## src/rtl/ppcr_pkg.sv

```systemverilog
package ppcr_pkg;

   // ****************************************
   // register byte offsets
   // ****************************************
   localparam logic [7:0] OFS_SCRATCH = 8'h40;
   localparam logic [7:0] OFS_IDENT = 8'h80;
   localparam logic [7:0] OFS_PMCAP = 8'hC0;

   // ****************************************
   // field positions
   // ****************************************
   localparam int SCRATCH_LSB = 8;
   localparam int SCRATCH_MSB = 15;
   localparam int SCRATCH_LANE = 1;
   localparam int PM_COLD_BIT = 31;

   // ****************************************
   // reset and fixed values
   // ****************************************
   localparam logic [7:0] SCRATCH_RST = 8'h00;
   localparam logic [3:0] WAKE_WARM_STATES = 4'hF;
   localparam logic STATE2_SUPPORTED = 1'b1;
   localparam logic STATE1_SUPPORTED = 1'b1;
   localparam logic [2:0] AUX_CURRENT_FULL = 3'h7;
   localparam logic [2:0] AUX_CURRENT_NONE = 3'h0;
   localparam logic DEV_SPECIFIC_INIT = 1'b0;
   localparam logic PM_RSVD20 = 1'b0;
   localparam logic EVENT_CLOCK_DEPENDENCY = 1'b0;
   localparam logic [2:0] SPEC_REVISION = 3'h2;
   localparam logic [7:0] NEXT_ITEM_POINTER = 8'h00;
   localparam logic [7:0] CAPABILITY_CODE = 8'h01;
   localparam logic [31:0] READ_ZERO = 32'h00000000;

   // ****************************************
   // timing
   // ****************************************
   localparam int SYNC_STAGES = 2;

endpackage

```

## src/rtl/ppcr_strap_if.sv

```systemverilog
`timescale 1ns/10ps
`default_nettype none

// carries the cold-wake decision from the reset sampler to the register bank
interface ppcr_strap_if;
   logic wake_cold;
   logic valid;
   modport src (output wake_cold, output valid);
   modport dst (input wake_cold, input valid);
endinterface

`default_nettype wire

```

## src/rtl/ppcr_strap_sampler.sv

```systemverilog
`timescale 1ns/10ps
`default_nettype none

module ppcr_strap_sampler #(
   parameter int P_SYNC_STAGES = ppcr_pkg::SYNC_STAGES
) (
   input wire logic i_clk_sys,
   input wire logic i_rst,
   input wire logic i_aux_power_sense,
   input wire logic i_cold_wake_enable_cfg,
   input wire logic i_cfg_loaded,
   ppcr_strap_if.src strap
);

   initial begin
      if (P_SYNC_STAGES < 2) begin
         $error("ppcr_strap_sampler: at least two synchroniser stages are needed");
      end
   end

   typedef enum logic {CAP_WAIT, CAP_DONE} ppcr_cap_t;

   // ****************************************
   // synchroniser for the aux sense pin
   // ****************************************
   logic [P_SYNC_STAGES-1:0] sync_q;
   logic [P_SYNC_STAGES-1:0] sync_d;

   generate
      for (genvar g = 0; g < P_SYNC_STAGES; g++) begin : g_sync
         if (g == 0) begin : g_first
            always_comb sync_d[g] = i_aux_power_sense;
         end else begin : g_next
            always_comb sync_d[g] = sync_q[g-1];
         end
      end
   endgenerate

   always_ff @(posedge i_clk_sys or posedge i_rst) begin
      if (i_rst) begin
         sync_q <= '0;
      end else begin
         sync_q <= sync_d;
      end
   end

   // ****************************************
   // capture once after reset release
   // ****************************************
   // the pipeline must fill before its tail is trusted, hence the settle count
   logic [P_SYNC_STAGES:0] fill_q;
   logic [P_SYNC_STAGES:0] fill_d;
   ppcr_cap_t st_q;
   ppcr_cap_t st_d;
   logic cold_q;
   logic cold_d;
   logic take;

   always_comb begin
      fill_d = {fill_q[P_SYNC_STAGES-1:0], 1'b1};
      st_d = st_q;
      cold_d = cold_q;
      take = fill_q[P_SYNC_STAGES] & i_cfg_loaded;
      unique case (st_q)
         CAP_WAIT: begin
            if (take) begin
               cold_d = sync_q[P_SYNC_STAGES-1] & i_cold_wake_enable_cfg;
               st_d = CAP_DONE;
            end
         end
         CAP_DONE: begin
            st_d = CAP_DONE;
         end
      endcase
   end

   always_ff @(posedge i_clk_sys or posedge i_rst) begin
      if (i_rst) begin
         fill_q <= '0;
         st_q <= CAP_WAIT;
         cold_q <= 1'b0;
      end else begin
         fill_q <= fill_d;
         st_q <= st_d;
         cold_q <= cold_d;
      end
   end

   assign strap.wake_cold = cold_q;
   assign strap.valid = (st_q == CAP_DONE);
endmodule // ppcr_strap_sampler

`default_nettype wire

```

## src/rtl/ppcr_top.sv

```systemverilog
`timescale 1ns/10ps
`default_nettype none

module ppcr_top #(
   // arbitrary identity values, not any real part's codes
   parameter logic [15:0] P_DEVICE_CODE = 16'hA5C3,
   parameter logic [15:0] P_VENDOR_CODE = 16'h3C5A,
   parameter int P_SYNC_STAGES = ppcr_pkg::SYNC_STAGES
) (
   input wire logic i_clk_sys,
   input wire logic i_rst,
   input wire logic i_aux_power_sense,
   input wire logic i_cold_wake_enable_cfg,
   input wire logic i_cfg_loaded,
   input wire logic i_cfg_req,
   input wire logic i_cfg_we,
   input wire logic [7:0] i_cfg_addr,
   input wire logic [31:0] i_cfg_wdata,
   input wire logic [3:0] i_cfg_be,
   output logic o_cfg_ack,
   output logic [31:0] o_cfg_rdata,
   output logic o_wake_from_cold_off,
   output logic o_strap_valid
);

   initial begin
      if (P_SYNC_STAGES < 2) begin
         $error("ppcr_top: at least two synchroniser stages are needed");
      end
   end

   // ****************************************
   // cold-wake strap capture
   // ****************************************
   ppcr_strap_if strap ();

   ppcr_strap_sampler #(
      .P_SYNC_STAGES(P_SYNC_STAGES)
   ) u_sampler (
      .i_clk_sys(i_clk_sys),
      .i_rst(i_rst),
      .i_aux_power_sense(i_aux_power_sense),
      .i_cold_wake_enable_cfg(i_cold_wake_enable_cfg),
      .i_cfg_loaded(i_cfg_loaded),
      .strap(strap)
   );

   // ****************************************
   // address decode
   // ****************************************
   // low address bits are ignored: every register is one aligned dword
   logic [5:0] word_idx;
   logic hit_scratch;
   logic hit_ident;
   logic hit_pmcap;
   logic wr_scratch;
   logic rd_cycle;

   always_comb begin
      word_idx = i_cfg_addr[7:2];
      hit_scratch = (word_idx == ppcr_pkg::OFS_SCRATCH[7:2]);
      hit_ident = (word_idx == ppcr_pkg::OFS_IDENT[7:2]);
      hit_pmcap = (word_idx == ppcr_pkg::OFS_PMCAP[7:2]);
      wr_scratch = i_cfg_req & i_cfg_we & hit_scratch & i_cfg_be[ppcr_pkg::SCRATCH_LANE];
      rd_cycle = i_cfg_req & ~i_cfg_we;
   end

   // ****************************************
   // driver scratch byte
   // ****************************************
   // only the hard reset clears it; a driver-level soft reset never reaches this block
   logic [7:0] scratch_q;
   logic [7:0] scratch_d;

   always_comb begin
      scratch_d = scratch_q;
      if (wr_scratch) begin
         scratch_d = i_cfg_wdata[ppcr_pkg::SCRATCH_MSB:ppcr_pkg::SCRATCH_LSB];
      end
   end

   always_ff @(posedge i_clk_sys or posedge i_rst) begin
      if (i_rst) begin
         scratch_q <= ppcr_pkg::SCRATCH_RST;
      end else begin
         scratch_q <= scratch_d;
      end
   end

   // ****************************************
   // register images
   // ****************************************
   logic [31:0] img_scratch;
   logic [31:0] img_ident;
   logic [31:0] img_pmcap;
   logic cold_bit;

   always_comb begin
      cold_bit = strap.wake_cold;
      img_scratch = {16'h0000, scratch_q, 8'h00};
      img_ident = {P_DEVICE_CODE, P_VENDOR_CODE};
      img_pmcap = {
         cold_bit,
         ppcr_pkg::WAKE_WARM_STATES,
         ppcr_pkg::STATE2_SUPPORTED,
         ppcr_pkg::STATE1_SUPPORTED,
         (cold_bit ? ppcr_pkg::AUX_CURRENT_FULL : ppcr_pkg::AUX_CURRENT_NONE),
         ppcr_pkg::DEV_SPECIFIC_INIT,
         ppcr_pkg::PM_RSVD20,
         ppcr_pkg::EVENT_CLOCK_DEPENDENCY,
         ppcr_pkg::SPEC_REVISION,
         ppcr_pkg::NEXT_ITEM_POINTER,
         ppcr_pkg::CAPABILITY_CODE
      };
   end

   // ****************************************
   // answer path
   // ****************************************
   // every request is acknowledged the next cycle, writes to read-only words included
   logic ack_q;
   logic ack_d;
   logic [31:0] rdata_q;
   logic [31:0] rdata_d;
   logic cold_out_q;
   logic cold_out_d;
   logic valid_q;
   logic valid_d;

   always_comb begin
      ack_d = i_cfg_req;
      rdata_d = ppcr_pkg::READ_ZERO;
      if (rd_cycle) begin
         if (hit_scratch) begin
            rdata_d = img_scratch;
         end else if (hit_ident) begin
            rdata_d = img_ident;
         end else if (hit_pmcap) begin
            rdata_d = img_pmcap;
         end else begin
            rdata_d = ppcr_pkg::READ_ZERO;
         end
      end
      cold_out_d = strap.wake_cold;
      valid_d = strap.valid;
   end

   always_ff @(posedge i_clk_sys or posedge i_rst) begin
      if (i_rst) begin
         ack_q <= 1'b0;
         rdata_q <= ppcr_pkg::READ_ZERO;
         cold_out_q <= 1'b0;
         valid_q <= 1'b0;
      end else begin
         ack_q <= ack_d;
         rdata_q <= rdata_d;
         cold_out_q <= cold_out_d;
         valid_q <= valid_d;
      end
   end

   assign o_cfg_ack = ack_q;
   assign o_cfg_rdata = rdata_q;
   assign o_wake_from_cold_off = cold_out_q;
   assign o_strap_valid = valid_q;
endmodule // ppcr_top

`default_nettype wire
```

## config.mk

```make
export PLATFORM = sky130hd
export DESIGN_NAME = ppcr_top
export DESIGN_NICKNAME = d
export VERILOG_FILES = /design/src/rtl/ppcr_pkg.sv /design/src/rtl/ppcr_strap_if.sv /design/src/rtl/ppcr_strap_sampler.sv /design/src/rtl/ppcr_top.sv
export SDC_FILE = /design/constraint.sdc
export NUM_CORES = 1
export LEC_CHECK = 0
export ABC_AREA = 1
export BUFFER_PORTS_ARGS = -buffer_cell sky130_fd_sc_hd__buf_4
export CAP_MARGIN = 40
export CORE_AREA = 5 5 65 67
export DETAILED_ROUTE_END_ITERATION = 8
export DIE_AREA = 0 0 70 72
export PLACE_DENSITY = 0.74
export SYNTH_ARGS = -nofsm -noshare
export SYNTH_HDL_FRONTEND = slang
export SYNTH_SLANG_ARGS = --single-unit
```

## constraint.sdc

```tcl
create_clock -name i_clk_sys -period 1 [get_ports i_clk_sys]
set_clock_uncertainty 0.15 [all_clocks]
set_input_delay 0.2 -clock i_clk_sys [delete_from_list [all_inputs] [get_ports i_clk_sys]]
set_output_delay 0.2 -clock i_clk_sys [all_outputs]
set_load 0.05 [all_outputs]
```

Word level (Yosys, flattened, before mapping) --
Cells that the tools add are included.
Cells by class: equality and inequality tests 3, add/subtract/negate cells 0, shift-type cells 0, bitwise operators 8, magnitude comparators 0, mux-type cells 7, divide/modulo/power cells 0, multipliers 0, reduce and logical (&&, ||, !) cells 1
Operators by type and width (count):
- $mux W32 | 4
- $eq A6 B6 Y1 const B | 2
- $and A1 B1 Y1 | 6
- $eq A6 B5 Y1 const B | 1
- $mux W3 | 1
- $not A1 Y1 | 2
- $pmux W1 S2 | 1
- $reduce_and A2 Y1 | 1
- $mux W1 | 1
Word-level totals: latch bits 0, bits in registers 50, memories 0, memory bits (read-only) 0, input bits 51, RAM bits 0

Logic depth before layout (Yosys ltp) --
depth after elaboration 5, mapped depth 6, gate-level depth less buffers 6

By module --
Synthesis repeated with hierarchy kept, for this count alone.
Second synthesis, totals: cells, all modules 124, area, all modules 1272.5 um^2
By module, submodules not included:
- ppcr_top | seq. area each 575.6 um^2, instances 1, area an instance 1048.5 um^2, cells each 105
- ppcr_strap_sampler | seq. area each 175.2 um^2, instances 1, area an instance 224.0 um^2, cells each 19

Least setup slack after synthesis --
Ideal clock, no wire load.
kind reg-to-output, start register rdata_q[16], in the netlist o_cfg_rdata[16], end output port o_cfg_rdata[16], slack -0.291 ns, data arrival time 0.941 ns, data required time 0.650 ns, stages on the path, launching flop included 2, cells stage by stage dfrtp_1 buf_4
RTL lines:
- from (decl) | line ppcr_top.sv:123 | logic [31:0] rdata_q;
- from (signal assigned) | line ppcr_top.sv:151 | rdata_q <= ppcr_pkg::READ_ZERO;
- from (signal assigned) | line ppcr_top.sv:156 | rdata_q <= rdata_d;
- to (decl) | line ppcr_top.sv:21 | output logic [31:0] o_cfg_rdata,
No word-level cell between the ends.

==> tab_implementation.tex <==
\begin{tabular}{lr}
\hline
Metric & Value \\
\hline
\multicolumn{2}{l}{\textbf{Run status}} \\
\quad Outcome & complete, but fails checks \\
\quad Violations in the final reports & setup timing \\
\multicolumn{2}{l}{\textbf{Die}} \\
\quad CORE AREA & 3580 µm² \\
\quad Die span in x & 70 µm \\
\quad Die Height & 72 µm \\
\quad Number of rows created at floorplan & 22 \\
\quad Die footprint & 5040 µm² \\
\quad Initial Utilization & 35.9\% \\
\quad I/O pin count & 86 \\
\multicolumn{2}{l}{\textbf{Worst hold path}} \\
\quad Hold Startpoint & i\_cfg\_we \\
\quad Hold Crit Class & in -> reg \\
\multicolumn{2}{l}{\textbf{Clocking}} \\
\quad Number of buffers added by the clock tree synthesis step & 5 \\
\quad Clock sink count & 30 \\
\quad Max clock buf depth & 2 \\
\quad TritonCTS clock tree & yes \\
\quad Level count of the clock H-tree & 2 \\
\quad Source-to-sink clock delay at the later pin of the worst-skew pair & 320 ps \\
\quad Master cell of the clock root buffer & sky130\_fd\_sc\_hd\_\_clkbuf\_4 \\
\quad CTS clk-pin slew, worst paths & 90 ps \\
\multicolumn{2}{l}{\textbf{Power}} \\
\quad Internal power & 2.27 mW \\
\quad Sw frac & 22.2\% \\
\quad Sequential share of power & 43.9\% \\
\quad Peak supply drop & 0.534 mV \\
\quad Clock Power Share & 42.8\% \\
\quad Net switching power & 649 µW \\
\quad Overall power & 2.92 mW \\
\quad Share of total power in combinational logic & 13.3\% \\
\quad Standby leakage power & 1.03 nW \\
\quad Power density relative to cell area & 1410 nW/µm² \\
\multicolumn{2}{l}{\textbf{Placement}} \\
\quad Worst slack after detailed placement & -222 ps \\
\quad Post-DP HPWL & 1960 µm \\
\quad Placed standard-cell area & 1700 µm² \\
\quad Cell total after placement & 224 \\
\quad Gp weighted congestion & 0.782 \\
\quad IO Port Bufs & 49 \\
\multicolumn{2}{l}{\textbf{Critical path}} \\
\quad Worst setup path startpoint & o\_cfg\_rdata[30] \\
\quad Buffers \& Inverters on Critical Path & 1 \\
\quad Family with the most delay on the worst path & flip-flops \\
\quad Crit path arrival time & 1020 ps \\
\quad Endpoint type of the worst setup path & primary output \\
\quad Slowest cell on the critical path & sky130\_fd\_sc\_hd\_\_dfrtp\_4 \\
\quad Crit Path Category & reg -> out \\
\quad CP required & 650 ps \\
\quad Critical path cell sequence & buf\_6 \\
\quad Worst path max stage delay & 530 ps \\
\quad CP Launch Type & flop \\
\quad Critical-path maximum fanout & 5 \\
\quad Worst reg2reg startpoint & u\_sampler.fill\_q[2] \\
\multicolumn{2}{l}{\textbf{Timing}} \\
\quad Highest Clock Rate & 730 MHz \\
\quad Number of hold violations in the final report & 0 \\
\quad Final setup violating endpoints & 28 \\
\quad Period utilisation layout & 137\% \\
\quad Minimum clock period & 1370 ps \\
\quad Final Worst Setup Slack & -370 ps \\
\quad Final Max Slew Viols & 0 \\
\quad Final-layout setup total negative slack & -7840 ps \\
\quad Worst hold slack & 4.98 ps \\
\quad RSZ-0062 raised after global routing & yes \\
\multicolumn{2}{l}{\textbf{Cells and area}} \\
\quad Nets@finish & 249 \\
\quad Non-filler instance count after layout & 247 \\
\quad Multi-input logic area & 365 µm² \\
\quad Share of the core filled with cells in the final layout & 58.0\% \\
\quad Share of post-route cells with drive strength above 1 & 43.7\% \\
\quad Area growth from synthesis to final layout & 61.4\% \\
\quad Commonest cells after routing, fill and taps aside & 33 x sky130\_fd\_sc\_hd\_\_buf\_4, 28 x sky130\_fd\_sc\_hd\_\_buf\_6, 26 x sky130\_fd\_sc\_hd\_\_dfrtp\_1 \\
\quad Final-layout fill cell count & 299 \\
\quad Count of inserted antenna diode cells & 0 \\
\quad Area of all sequential standard cells & 761 µm² \\
\quad Final non-filler cell area & 2080 µm² \\
\quad Most frequent standard cell in the layout excluding fill and tap cells & sky130\_fd\_sc\_hd\_\_buf\_4 \\
\multicolumn{2}{l}{\textbf{Global routing}} \\
\quad Number of global-route vias before repair & 1066 \\
\quad Total global routing track utilization & 10.9\% \\
\quad Initial antenna violation count & 0 \\
\quad Grt total ovfl & 0 \\
\quad Maximum number of pins on one net before global-route repair & 31 \\
\quad Wire length of the first global-routing pass & 4330 µm \\
\multicolumn{2}{l}{\textbf{Yosys}} \\
\quad Summed instance area of the synthesized netlist & 1290 µm² \\
\quad Sequential area share after synthesis & 58.4\% \\
\quad Average cell area after synthesis & 9.82 µm² \\
\quad Syn Inst Count & 131 \\
\quad Total of warnings raised by yosys & 0 \\
\quad FF+latch count, synth & 30 \\
\quad Count of cell types in the netlist & 17 \\
\multicolumn{2}{l}{\textbf{Job}} \\
\quad Max cap viols & 0 \\
\multicolumn{2}{l}{\textbf{Routing}} \\
\quad Via count & 1019 \\
\quad Post-DRT Antenna Nets & 0 \\
\quad Violation count after the first detailed-routing iteration & 38 \\
\quad Final Routed Wirelength & 2620 µm \\
\quad Avg WL per Cell & 10.6 µm \\
\quad DRC Markers & 0 \\
\quad Vias per std cell & 4.13 \\
\quad Detailed-router iteration count before antenna repair & 3 \\
\hline
\end{tabular}
[metal layers]
metal / share of wire [%] / routed length [µm] / GRT usage, % / vias to the layer above
li1: - / - / - / 512
met1: 39 / 1020 / 11.7 / 453
met2: 50 / 1310 / 18.6 / 50
met3: 9.7 / 255 / 3.60 / 4
met4: 1.5 / 38 / 7.23 / 0
met5: 0 / 0 / 0 / -
[worst min-delay path: stages]
cell and delay [ps]:
sky130_fd_sc_hd__buf_4 80, sky130_fd_sc_hd__inv_1 50, sky130_fd_sc_hd__nand3_2 80, sky130_fd_sc_hd__nor2_2 40
[synth_stat cells]
library cell | n | area [µm²]
sky130_fd_sc_hd__a21oi_1 | 1 | 5.00
sky130_fd_sc_hd__a21oi_2 | 1 | 8.76
sky130_fd_sc_hd__and3_1 | 1 | 6.26
sky130_fd_sc_hd__buf_2 | 1 | 5.00
sky130_fd_sc_hd__buf_4 | 20 | 150
sky130_fd_sc_hd__buf_6 | 1 | 11.3
sky130_fd_sc_hd__conb_1 | 2 | 7.51
sky130_fd_sc_hd__dfrtp_1 | 30 | 751
sky130_fd_sc_hd__inv_1 | 12 | 45.0
sky130_fd_sc_hd__nand2_1 | 24 | 90.1
sky130_fd_sc_hd__nand2_2 | 4 | 25.0
sky130_fd_sc_hd__nand3_1 | 10 | 50.1
sky130_fd_sc_hd__nand4_1 | 4 | 25.0
sky130_fd_sc_hd__nor2_1 | 12 | 45.0
sky130_fd_sc_hd__nor2_4 | 3 | 33.8
sky130_fd_sc_hd__nor3_1 | 4 | 20.0
sky130_fd_sc_hd__o21bai_1 | 1 | 7.51
[registers in the layout (all words and copies together) (netlist names), 2 cells and up]
signal,count
u_sampler.sync_q,2
o_cfg_rdata,12
scratch_q,8
u_sampler.fill_q,3
[cell type report]
cell class / instances / area share (%)
inverters: 12 / 2.17
repair buffers: 76 / 35.3
clock buffers: 6 / 2.47
multi-input cells: 73 / 17.6
clock inverters: 2 / 2.89
flip-flops and latches: 30 / 36.6
well taps: 48 / 2.89
[cell families (layout without fill, tap and decap cells)]
kind of cell,after synthesis,count (layout),synth area share (%)
buffers and inverters,34,96,16.4
AO/OA/AOI/OAI,3,3,1.65
other,2,8,0.584
AND/OR/NAND/NOR,62,62,23.0
flip-flops,30,30,58.4
[timing repair]
item | CTS | global route
setup buffers | 1 | 1
hold buffers | 14 | 0
endpoints found under the setup margin | 29 | 32
resized for setup | 25 | 8
pin swaps | 1 | 1
endpoints found under the hold margin | 44 | 0
[path summary, 6_finish.rpt]
| path | end | slack (ps) | cells past startpoint |
|---|---|---|---|
| setup reg to reg | u_sampler.strap.wake_cold | 10 | 4 |
| hold reg to reg | u_sampler.sync_q[1] | 210 | 0 |
| setup / recovery | o_cfg_rdata[27] | -370 | 1 |
| hold / removal | o_cfg_rdata[8] | 5 | 4 |
| max in group asynchronous | o_cfg_rdata[16] | 200 | 4 |
| min in group asynchronous | u_sampler.sync_q[1] | 310 | 4 |
[power groups by stage]
stage | combinational [mW] | clock [mW] | sequential (mW)
CTS | 0.387 | 1.28 | 1.28
detailed placement | 0.335 | 0 | 1.30
global placement | 0.331 | 0 | 1.30
global route | 0.424 | 1.33 | 1.29
finish | 0.389 | 1.25 | 1.28
floorplan | 0.173 | 0 | 1.34
Note: power is estimated with default switching activity, not from simulation.
